`src/design/timer_flags_defines.vh`:
```
// register offsets, field positions and reset values of the timer event-flag block
`ifndef TIMER_FLAGS_DEFINES_VH
`define TIMER_FLAGS_DEFINES_VH

// ----------------------------------------------------------------------------
// register byte offsets
// ----------------------------------------------------------------------------
`define OFS_STATUS 8'h00
`define OFS_MODULO 8'h04
`define OFS_COUNT 8'h08
`define OFS_CH_BASE 8'h10

// ----------------------------------------------------------------------------
// status register fields
// ----------------------------------------------------------------------------
`define ST_OVF_IE_BIT 0
`define ST_CENTER_BIT 1
`define ST_OVF_FLAG_BIT 7

// ----------------------------------------------------------------------------
// channel control register fields
// ----------------------------------------------------------------------------
`define CH_ELS_LOW_BIT 0
`define CH_ELS_HIGH_BIT 1
`define CH_MS_LOW_BIT 2
`define CH_MS_HIGH_BIT 3
`define CH_IE_BIT 4
`define CH_FLAG_BIT 7
`define CH_CFG_W 5

// ----------------------------------------------------------------------------
// reset values and counter constants
// ----------------------------------------------------------------------------
`define RST_CFG 5'h00
`define RST_VALUE 16'h0000
`define RST_MODULO 16'h0000
`define FREE_RUN_TERM 16'hffff
`define COUNT_ZERO 16'h0000

`endif

```
`src/design/channel_event.v`:
```
// one timer channel: mode decode, capture edge detect, event flag and its request
`timescale 1ns/1ps
`default_nettype none

module channel_event (
   // clock and reset
   input wire core_clk,
   input wire rst,
   // configuration
   input wire center_align_select,
   input wire [4:0] cfg,
   input wire [15:0] chan_value,
   // counter view
   input wire [15:0] cnt_value,
   input wire cnt_changed,
   // capture pin, asynchronous
   input wire capture_in,
   // software access strobes
   input wire flag_read,
   input wire flag_write,
   input wire flag_wdata,
   // results
   output wire channel_event_flag,
   output wire channel_irq
);

`include "timer_flags_defines.vh"

   reg sync1_q;
   reg sync2_q;
   reg sync3_q;
   reg flag_q;
   reg flag_d;
   reg armed_q;
   reg armed_d;
   reg event_hit;

   wire edge_select_low = cfg[`CH_ELS_LOW_BIT];
   wire edge_select_high = cfg[`CH_ELS_HIGH_BIT];
   wire [1:0] mode_sel = {cfg[`CH_MS_HIGH_BIT], cfg[`CH_MS_LOW_BIT]};
   wire rise = sync2_q & ~sync3_q;
   wire fall = ~sync2_q & sync3_q;
   wire match = cnt_changed & (cnt_value == chan_value);

   // ----------------------------------------------------------------------------
   // capture synchroniser; edges are taken only from the settled stages
   // ----------------------------------------------------------------------------
   always @(posedge core_clk or posedge rst) begin
      if (rst) begin
         sync1_q <= 1'b0;
         sync2_q <= 1'b0;
         sync3_q <= 1'b0;
      end else begin
         sync1_q <= capture_in;
         sync2_q <= sync1_q;
         sync3_q <= sync2_q;
      end
   end

   // ----------------------------------------------------------------------------
   // event source by mode
   // ----------------------------------------------------------------------------
   always @* begin
      event_hit = 1'b0;
      if (center_align_select) begin
         // a match on the way up and on the way down both flag
         event_hit = match;
      end else begin
         case (mode_sel)
            2'b00: begin
               event_hit = (edge_select_low & rise) | (edge_select_high & fall);
            end
            2'b01: begin
               event_hit = match;
            end
            default: begin
               event_hit = match;
            end
         endcase
      end
   end

   // ----------------------------------------------------------------------------
   // flag with read-then-write-zero clearing; a new event restarts the sequence
   // ----------------------------------------------------------------------------
   always @* begin
      flag_d = flag_q;
      armed_d = armed_q;
      if (event_hit) begin
         flag_d = 1'b1;
         armed_d = 1'b0;
      end else begin
         if (flag_write) begin
            armed_d = 1'b0;
            if (armed_q && !flag_wdata) begin
               flag_d = 1'b0;
            end
         end else if (flag_read && flag_q) begin
            armed_d = 1'b1;
         end
      end
   end

   always @(posedge core_clk or posedge rst) begin
      if (rst) begin
         flag_q <= 1'b0;
         armed_q <= 1'b0;
      end else begin
         flag_q <= flag_d;
         armed_q <= armed_d;
      end
   end

   assign channel_event_flag = flag_q;
   assign channel_irq = flag_q & cfg[`CH_IE_BIT];

endmodule

`default_nettype wire

```
`src/design/timer_pwm_event_flags.v`:
```
// event-flag and interrupt-request logic of a 16-bit timer, with its AHB-Lite registers
`timescale 1ns/1ps
`default_nettype none

//
// Functional notes
// - each source sets its flag on its event; software can poll the flag.
// - interrupt request is high while flag is one and its enable is set.
// - flag clears only after a read seeing one, then a write of zero.
// - an event between the read and the write restarts it; flag stays set.
// - edge mode: overflow flag on wrap from terminal count (or 0xffff) to zero.
// - center mode: overflow flag when counting turns from up to down.
// - capture channel flags on the edge chosen by the two edge-select bits; in center mode it flags on a counter match instead.
// - output-compare channel flags each time counter equals its value.
// - edge PWM channel flags when counter equals value, end of duty.
// - center PWM channel flags on both matches, start and end of duty.
// - interrupt requests are active-high; vectors are the integrator's business.
// - reset clears control: overflow enable off, every channel input capture.
module timer_pwm_event_flags #(
   parameter NUM_CH = 1
) (
   // clock and reset
   input wire core_clk,
   input wire rst,
   // ahb-lite slave
   input wire hsel,
   input wire [31:0] haddr,
   input wire [1:0] htrans,
   input wire hwrite,
   input wire [2:0] hsize,
   input wire [31:0] hwdata,
   input wire hready,
   output wire hreadyout,
   output wire hresp,
   output reg [31:0] hrdata,
   // counter datapath view
   input wire [15:0] cnt_value,
   input wire cnt_down,
   // capture pins
   input wire [NUM_CH-1:0] capture_in,
   // configuration towards the counter datapath
   output wire center_align_select,
   output wire [15:0] modulo_value,
   // interrupt requests
   output wire overflow_irq,
   output wire [NUM_CH-1:0] channel_irq
);

`include "timer_flags_defines.vh"

   // ----------------------------------------------------------------------------
   // state
   // ----------------------------------------------------------------------------
   reg ovf_ie_q;
   reg center_q;
   reg [15:0] modulo_q;
   reg [NUM_CH*5-1:0] ch_cfg_q;
   reg [NUM_CH*16-1:0] ch_val_q;
   reg [15:0] cnt_q;
   reg cnt_down_q;
   reg ovf_flag_q;
   reg ovf_flag_d;
   reg ovf_armed_q;
   reg ovf_armed_d;
   reg wr_q;
   reg [7:0] waddr_q;
   reg [31:0] rdata_d;
   integer i;

   wire [NUM_CH-1:0] ch_flag;
   reg [NUM_CH-1:0] ch_read;
   reg [NUM_CH-1:0] ch_write;

   // ----------------------------------------------------------------------------
   // bus decode; zero wait states, so the slave is always ready
   // ----------------------------------------------------------------------------
   wire accept = hsel & hready & htrans[1];
   wire rd_acc = accept & ~hwrite;
   wire wr_acc = accept & hwrite;
   wire [7:0] raddr = haddr[7:0];
   wire hi_zero = (haddr[31:8] == 24'h000000);

   wire [7:0] r_off = raddr - `OFS_CH_BASE;
   wire [4:0] r_idx = r_off[7:3];
   wire r_in_ch = hi_zero & (raddr >= `OFS_CH_BASE) & ({27'd0, r_idx} < NUM_CH) &
      (raddr[1:0] == 2'b00);
   wire r_is_val = r_off[2];

   wire [7:0] w_off = waddr_q - `OFS_CH_BASE;
   wire [4:0] w_idx = w_off[7:3];
   wire w_in_ch = (waddr_q >= `OFS_CH_BASE) & ({27'd0, w_idx} < NUM_CH) &
      (waddr_q[1:0] == 2'b00);
   wire w_is_val = w_off[2];

   wire rd_status = rd_acc & hi_zero & (raddr == `OFS_STATUS);
   wire wr_status = wr_q & (waddr_q == `OFS_STATUS);
   wire wr_modulo = wr_q & (waddr_q == `OFS_MODULO);

   assign hreadyout = 1'b1;
   assign hresp = 1'b0;

   // a write address outside the low page is remembered as an unmapped offset
   always @(posedge core_clk or posedge rst) begin
      if (rst) begin
         wr_q <= 1'b0;
         waddr_q <= 8'h00;
      end else begin
         wr_q <= wr_acc;
         if (wr_acc) begin
            waddr_q <= hi_zero ? raddr : 8'hff;
         end
      end
   end

   // ----------------------------------------------------------------------------
   // per-channel read and write strobes of the control register
   // ----------------------------------------------------------------------------
   always @* begin
      ch_read = {NUM_CH{1'b0}};
      ch_write = {NUM_CH{1'b0}};
      for (i = 0; i < NUM_CH; i = i + 1) begin
         if (rd_acc && r_in_ch && !r_is_val && (r_idx == i[4:0])) begin
            ch_read[i] = 1'b1;
         end
         if (wr_q && w_in_ch && !w_is_val && (w_idx == i[4:0])) begin
            ch_write[i] = 1'b1;
         end
      end
   end

   // ----------------------------------------------------------------------------
   // configuration registers
   // ----------------------------------------------------------------------------
   always @(posedge core_clk or posedge rst) begin
      if (rst) begin
         ovf_ie_q <= 1'b0;
         center_q <= 1'b0;
         modulo_q <= `RST_MODULO;
         ch_cfg_q <= {NUM_CH{`RST_CFG}};
         ch_val_q <= {NUM_CH{`RST_VALUE}};
      end else begin
         if (wr_status) begin
            ovf_ie_q <= hwdata[`ST_OVF_IE_BIT];
            center_q <= hwdata[`ST_CENTER_BIT];
         end
         if (wr_modulo) begin
            modulo_q <= hwdata[15:0];
         end
         for (i = 0; i < NUM_CH; i = i + 1) begin
            if (ch_write[i]) begin
               ch_cfg_q[i*5 +: 5] <= hwdata[4:0];
            end
            if (wr_q && w_in_ch && w_is_val && (w_idx == i[4:0])) begin
               ch_val_q[i*16 +: 16] <= hwdata[15:0];
            end
         end
      end
   end

   assign center_align_select = center_q;
   assign modulo_value = modulo_q;

   // ----------------------------------------------------------------------------
   // counter observation: events fire on the cycle the count moves
   // ----------------------------------------------------------------------------
   always @(posedge core_clk or posedge rst) begin
      if (rst) begin
         cnt_q <= `COUNT_ZERO;
         cnt_down_q <= 1'b0;
      end else begin
         cnt_q <= cnt_value;
         cnt_down_q <= cnt_down;
      end
   end

   wire cnt_changed = (cnt_value != cnt_q);
   // a zero modulo means the counter runs free through 0xffff
   wire [15:0] term = (modulo_q == `COUNT_ZERO) ? `FREE_RUN_TERM : modulo_q;
   wire wrap_hit = cnt_changed & (cnt_q == term) & (cnt_value == `COUNT_ZERO);
   wire turn_hit = ~cnt_down_q & cnt_down & (cnt_q == modulo_q);
   wire ovf_event = center_q ? turn_hit : wrap_hit;

   // ----------------------------------------------------------------------------
   // overflow flag with the two-step clear
   // ----------------------------------------------------------------------------
   always @* begin
      ovf_flag_d = ovf_flag_q;
      ovf_armed_d = ovf_armed_q;
      if (ovf_event) begin
         ovf_flag_d = 1'b1;
         ovf_armed_d = 1'b0;
      end else begin
         if (wr_status) begin
            ovf_armed_d = 1'b0;
            if (ovf_armed_q && !hwdata[`ST_OVF_FLAG_BIT]) begin
               ovf_flag_d = 1'b0;
            end
         end else if (rd_status && ovf_flag_q) begin
            ovf_armed_d = 1'b1;
         end
      end
   end

   always @(posedge core_clk or posedge rst) begin
      if (rst) begin
         ovf_flag_q <= 1'b0;
         ovf_armed_q <= 1'b0;
      end else begin
         ovf_flag_q <= ovf_flag_d;
         ovf_armed_q <= ovf_armed_d;
      end
   end

   // active-high level request, gated by its enable
   assign overflow_irq = ovf_flag_q & ovf_ie_q;

   // ----------------------------------------------------------------------------
   // channels
   // ----------------------------------------------------------------------------
   genvar g;
   generate
      for (g = 0; g < NUM_CH; g = g + 1) begin : ch
         channel_event u_chan (
            .core_clk(core_clk),
            .rst(rst),
            .center_align_select(center_q),
            .cfg(ch_cfg_q[g*5 +: 5]),
            .chan_value(ch_val_q[g*16 +: 16]),
            .cnt_value(cnt_value),
            .cnt_changed(cnt_changed),
            .capture_in(capture_in[g]),
            .flag_read(ch_read[g]),
            .flag_write(ch_write[g]),
            .flag_wdata(hwdata[`CH_FLAG_BIT]),
            .channel_event_flag(ch_flag[g]),
            .channel_irq(channel_irq[g])
         );
      end
   endgenerate

   // ----------------------------------------------------------------------------
   // read data, captured at the address phase so it stands through the data phase
   // ----------------------------------------------------------------------------
   always @* begin
      rdata_d = 32'h00000000;
      if (hi_zero && raddr == `OFS_STATUS) begin
         rdata_d[`ST_OVF_IE_BIT] = ovf_ie_q;
         rdata_d[`ST_CENTER_BIT] = center_q;
         rdata_d[`ST_OVF_FLAG_BIT] = ovf_flag_q;
      end else if (hi_zero && raddr == `OFS_MODULO) begin
         rdata_d[15:0] = modulo_q;
      end else if (hi_zero && raddr == `OFS_COUNT) begin
         rdata_d[15:0] = cnt_value;
      end else if (r_in_ch) begin
         for (i = 0; i < NUM_CH; i = i + 1) begin
            if (r_idx == i[4:0]) begin
               if (r_is_val) begin
                  rdata_d[15:0] = ch_val_q[i*16 +: 16];
               end else begin
                  rdata_d[4:0] = ch_cfg_q[i*5 +: 5];
                  rdata_d[`CH_FLAG_BIT] = ch_flag[i];
               end
            end
         end
      end
   end

   always @(posedge core_clk or posedge rst) begin
      if (rst) begin
         hrdata <= 32'h00000000;
      end else if (rd_acc) begin
         hrdata <= rdata_d;
      end
   end

endmodule

`default_nettype wire

```
`config.mk`:
```
export PLATFORM = sky130hd
export DESIGN_NAME = timer_pwm_event_flags
export DESIGN_NICKNAME = d
export VERILOG_FILES = /design/src/design/channel_event.v /design/src/design/timer_pwm_event_flags.v
export VERILOG_INCLUDE_DIRS = /design/src /design/src/design
export SDC_FILE = /design/constraint.sdc
export NUM_CORES = 1
export LEC_CHECK = 0
export CAP_MARGIN = 10
export CORE_UTILIZATION = 32
export CTS_CLUSTER_DIAMETER = 120
export CTS_CLUSTER_SIZE = 25
export DETAILED_ROUTE_END_ITERATION = 10
export DONT_BUFFER_PORTS = 1
export PLACE_DENSITY = 0.47
export SYNTH_ARGS = -nofsm -noshare
export SYNTH_HDL_FRONTEND = slang
export SYNTH_SLANG_ARGS = --single-unit
```
`constraint.sdc`:
```
create_clock -name core_clk -period 6.9 [get_ports core_clk]
set_input_delay 0 -clock core_clk [delete_from_list [all_inputs] [get_ports core_clk]]
set_output_delay 0 -clock core_clk [all_outputs]
set_load 0.02 [all_outputs]
```
==> results.yml <==
route:
  vias_per_cell: 5.34
  remaining_drc_errors: 0
  drt_iter0_drc: 160
  routedLengthMet1_um: 6820
  route.met2.wl_um: 7640
  wl_met3_um: 670
  top_layer: "met4"
  drt_wl_total_um: 15500
  vias: 3672
  postRouteAntennaNets: 0
  wl_per_cell_um: 22.5
  first_pass_iters: 4
yosys:
  synth_seq_cells: 88
  postSynthAreaPerCell_sq_um: 10.0
  synthFlopType: "dfrtp_1"
  synth_edf_count: 0
  synth_cell_types: 49
  ys_seq_area_share_pct: 47.4
  async_reset_ff_share_pct: 100
  syn_inst: 463
  yosysWarnings: 0
  netlist_area_sq_um: 4640
die:
  start_util_pct: 33.1
  io_pins: 145
  num_rows: 43
  die_x_um: 122
  core_area_sq_um: 14000
  die-height_um: 122
  dieArea_sq_um: 15000
clock_tree:
  path_clk_slew_ps: 60
  cts_inserted_buffers: 9
  htree_num_levels: 3
  root_buffer: "clkbuf_16"
  cts_tree: "yes"
  clk_latency_ps: 350
  clockBufferDepth: 2
  cts_sinks: 88
final_layout:
  mostFrequentLayoutCell: "dfrtp_1"
  diodes: 0
  drive_gt1_share_pct: 12.4
  final_core_util_pct: 39.3
  fin_nets: 600
  mostFrequentLayoutCells: "88 x dfrtp_1, 44 x dlygate4sd3_1, 32 x nand2_1"
  area_growth_pct: 18.9
timing:
  setup_tns_ps: 0
  whs_ps: 13.6
  max_freq_mhz: 404
  setup_viol: 0
  post-route-period-util_pct: 35.9
  max_slew.worst_pin.slew_ps: 963
  slew_violations: 0
  hold_viol_final: 0
  slew_headroom_pct: 35.5
  finalClockSkew_ps: 9.39
  rsz0062_at_grt: "false"
  setup_ws_ps: 4420
  fin_crit_ps: 2480
setup_path:
  crit_type: "reg -> reg"
  required_ps: 7110
  cp_max_fo: 6
  start_kind: "flip-flop"
  worstSetupEndpointType: "flip-flop"
  cp.arrival_ps: 2680
place:
  io_buffers: 0
  dp.final_hpwl_um: 10700
  place_congestion: 0.895
  dp_slack_ps: 4370
pwr:
  netSwitchingFraction_pct: 23.8
  seqPwrFrac_pct: 46.1
  internal_power_uw: 906
  report.power.total_uw: 1190
  powerDensity_nw_per_um2: 216
  pwr-share-clk_pct: 45.0
  pwr-share-comb_pct: 8.9
  p_leak_uw: 0.00226
  p_sw_uw: 284
  ir_drop_uv: 129
min_path:
  hold_class: "in -> reg"
job:
  max-cap-violations: 0
global_routing:
  grt_usage_pct: 21.4
  grt_max_degree: 50
  overflow: 0
  grt_pass1_vias: 3746
  grt_pass1_wl_um: 22900
  antenna_found_initial: 0
status:
  status: "completed"
-- cell families after synthesis --
kind of cell               after synthesis  share of synthesized area (%)
adders and majority gates                5                           1.35
other                                    2                          0.162
and+or+nand+nor                        135                           15.8
buffers and inverters                   62                           6.71
xor gates and xnor gates                34                           6.41
DFF                                     88                           47.4
AOI/OAI and AO/OA                      102                           13.8
muxes                                   35                           8.33
-- critical path, cell delays in order, from the launching register on --
cell and delay [ps]:
dfrtp_1 680, nand2b_1 170, o2111ai_1 110, nor4_1 590, a21oi_1 140, nor4_1 530
nor4_1 100
-- final cells by class --
cell class / count / area (sq um)
fill: 1383 / 8520
multi-input combinational: 329 / 2190
timing repair buffer: 49 / 478
clock inverter: 5 / 80.1
tap: 180 / 225
clock buffer: 11 / 243
sequential: 88 / 2200
inverter: 26 / 98.8
-- per-layer routing --
layer	up-vias	track usage (%)
li1	1712	-
met1	1849	26.8
met2	92	35.7
met3	19	4.14
met4	0	9.60
met5	-	0
-- power groups by stage --
| stage | Combinational [uW] | Clock [uW] | Sequential [uW] |
|---|---|---|---|
| finish | 106 | 535 | 548 |
| detailed placement | 81.1 | 0 | 558 |
| CTS | 107 | 547 | 548 |
| global route | 118 | 565 | 550 |
| global placement | 80.4 | 0 | 557 |
| floorplan | 73.1 | 0 | 552 |
-- what timing repair did --
action | 4_1_cts | 5_1_grt
hold buffers | 44 | 0
hold endpoints to repair | 122 | 0
buffers inserted | 0 | 0
gates resized for setup | 0 | 0
-- final timing paths --
| kind | startpoint | to | slack, ps | cells after the start |
|---|---|---|---|---|
| worst max-delay path | modulo_value[4] | ovf_armed_q | 4420 | 6 |
| worst min-delay path | cnt_value[2] | hrdata[2] | 10 | 4 |
| worst max register to register | modulo_value[4] | ovf_armed_q | 4420 | 6 |
| worst min register to register | ch[0].u_chan.sync1_q | ch[0].u_chan.sync2_q | 360 | 0 |
| max in group asynchronous | rst | center_align_select | 5580 | 3 |
| min in group asynchronous | rst | hrdata[12] | 220 | 2 |
-- synth_stat cells (all sizes together), types with 2 or more instances --
library cell | n | area, sq um
a211o | 2 | 17.5
a21oi | 24 | 120
a221oi | 4 | 35.0
a31oi | 3 | 18.8
and2 | 4 | 25.0
and3b | 2 | 17.5
buf | 22 | 160
clkbuf | 14 | 53.8
conb | 2 | 7.51
dfrtp | 88 | 2200
ha | 5 | 62.6
inv | 26 | 97.6
mux2 | 29 | 327
mux2i | 6 | 60.1
nand2 | 32 | 120
nand2b | 13 | 81.3
nand3 | 5 | 25.0
nand3b | 3 | 22.5
nand4 | 13 | 81.3
nor2 | 24 | 90.1
nor3 | 5 | 25.0
nor4 | 20 | 125
o2111ai | 4 | 35.0
o21ai | 42 | 244
o22ai | 11 | 68.8
o2bb2ai | 9 | 78.8
or3 | 3 | 23.8
or4 | 3 | 26.3
or4b | 2 | 20.0
xnor2 | 21 | 184
xor2 | 13 | 114
-- sequential cells by signal, summed over array words and instances, names as in the netlist --
signal,cells
ovf_flag_q,1
modulo_value,16
ch.u_chan.channel_event_flag,1
ch.u_chan.sync2_q,1
cnt_down_q,1
ch.u_chan.sync1_q,1
wr_q,1
waddr_q,8
ch_cfg_q,5
center_align_select,1
ch.u_chan.armed_q,1
ch_val_q,16
ch.u_chan.sync3_q,1
ovf_armed_q,1
hrdata,16
ovf_ie_q,1
cnt_q,16
-- metrics by stage --
step                      std cells  cell area (sq um)
after floorplan                 479               4700
after global placement          628               4760
after detailed placement        628               4760
after CTS                       688               5520
after global routing            688               5520
final                           688               5520
Note: power is estimated with default switching activity, not from simulation.
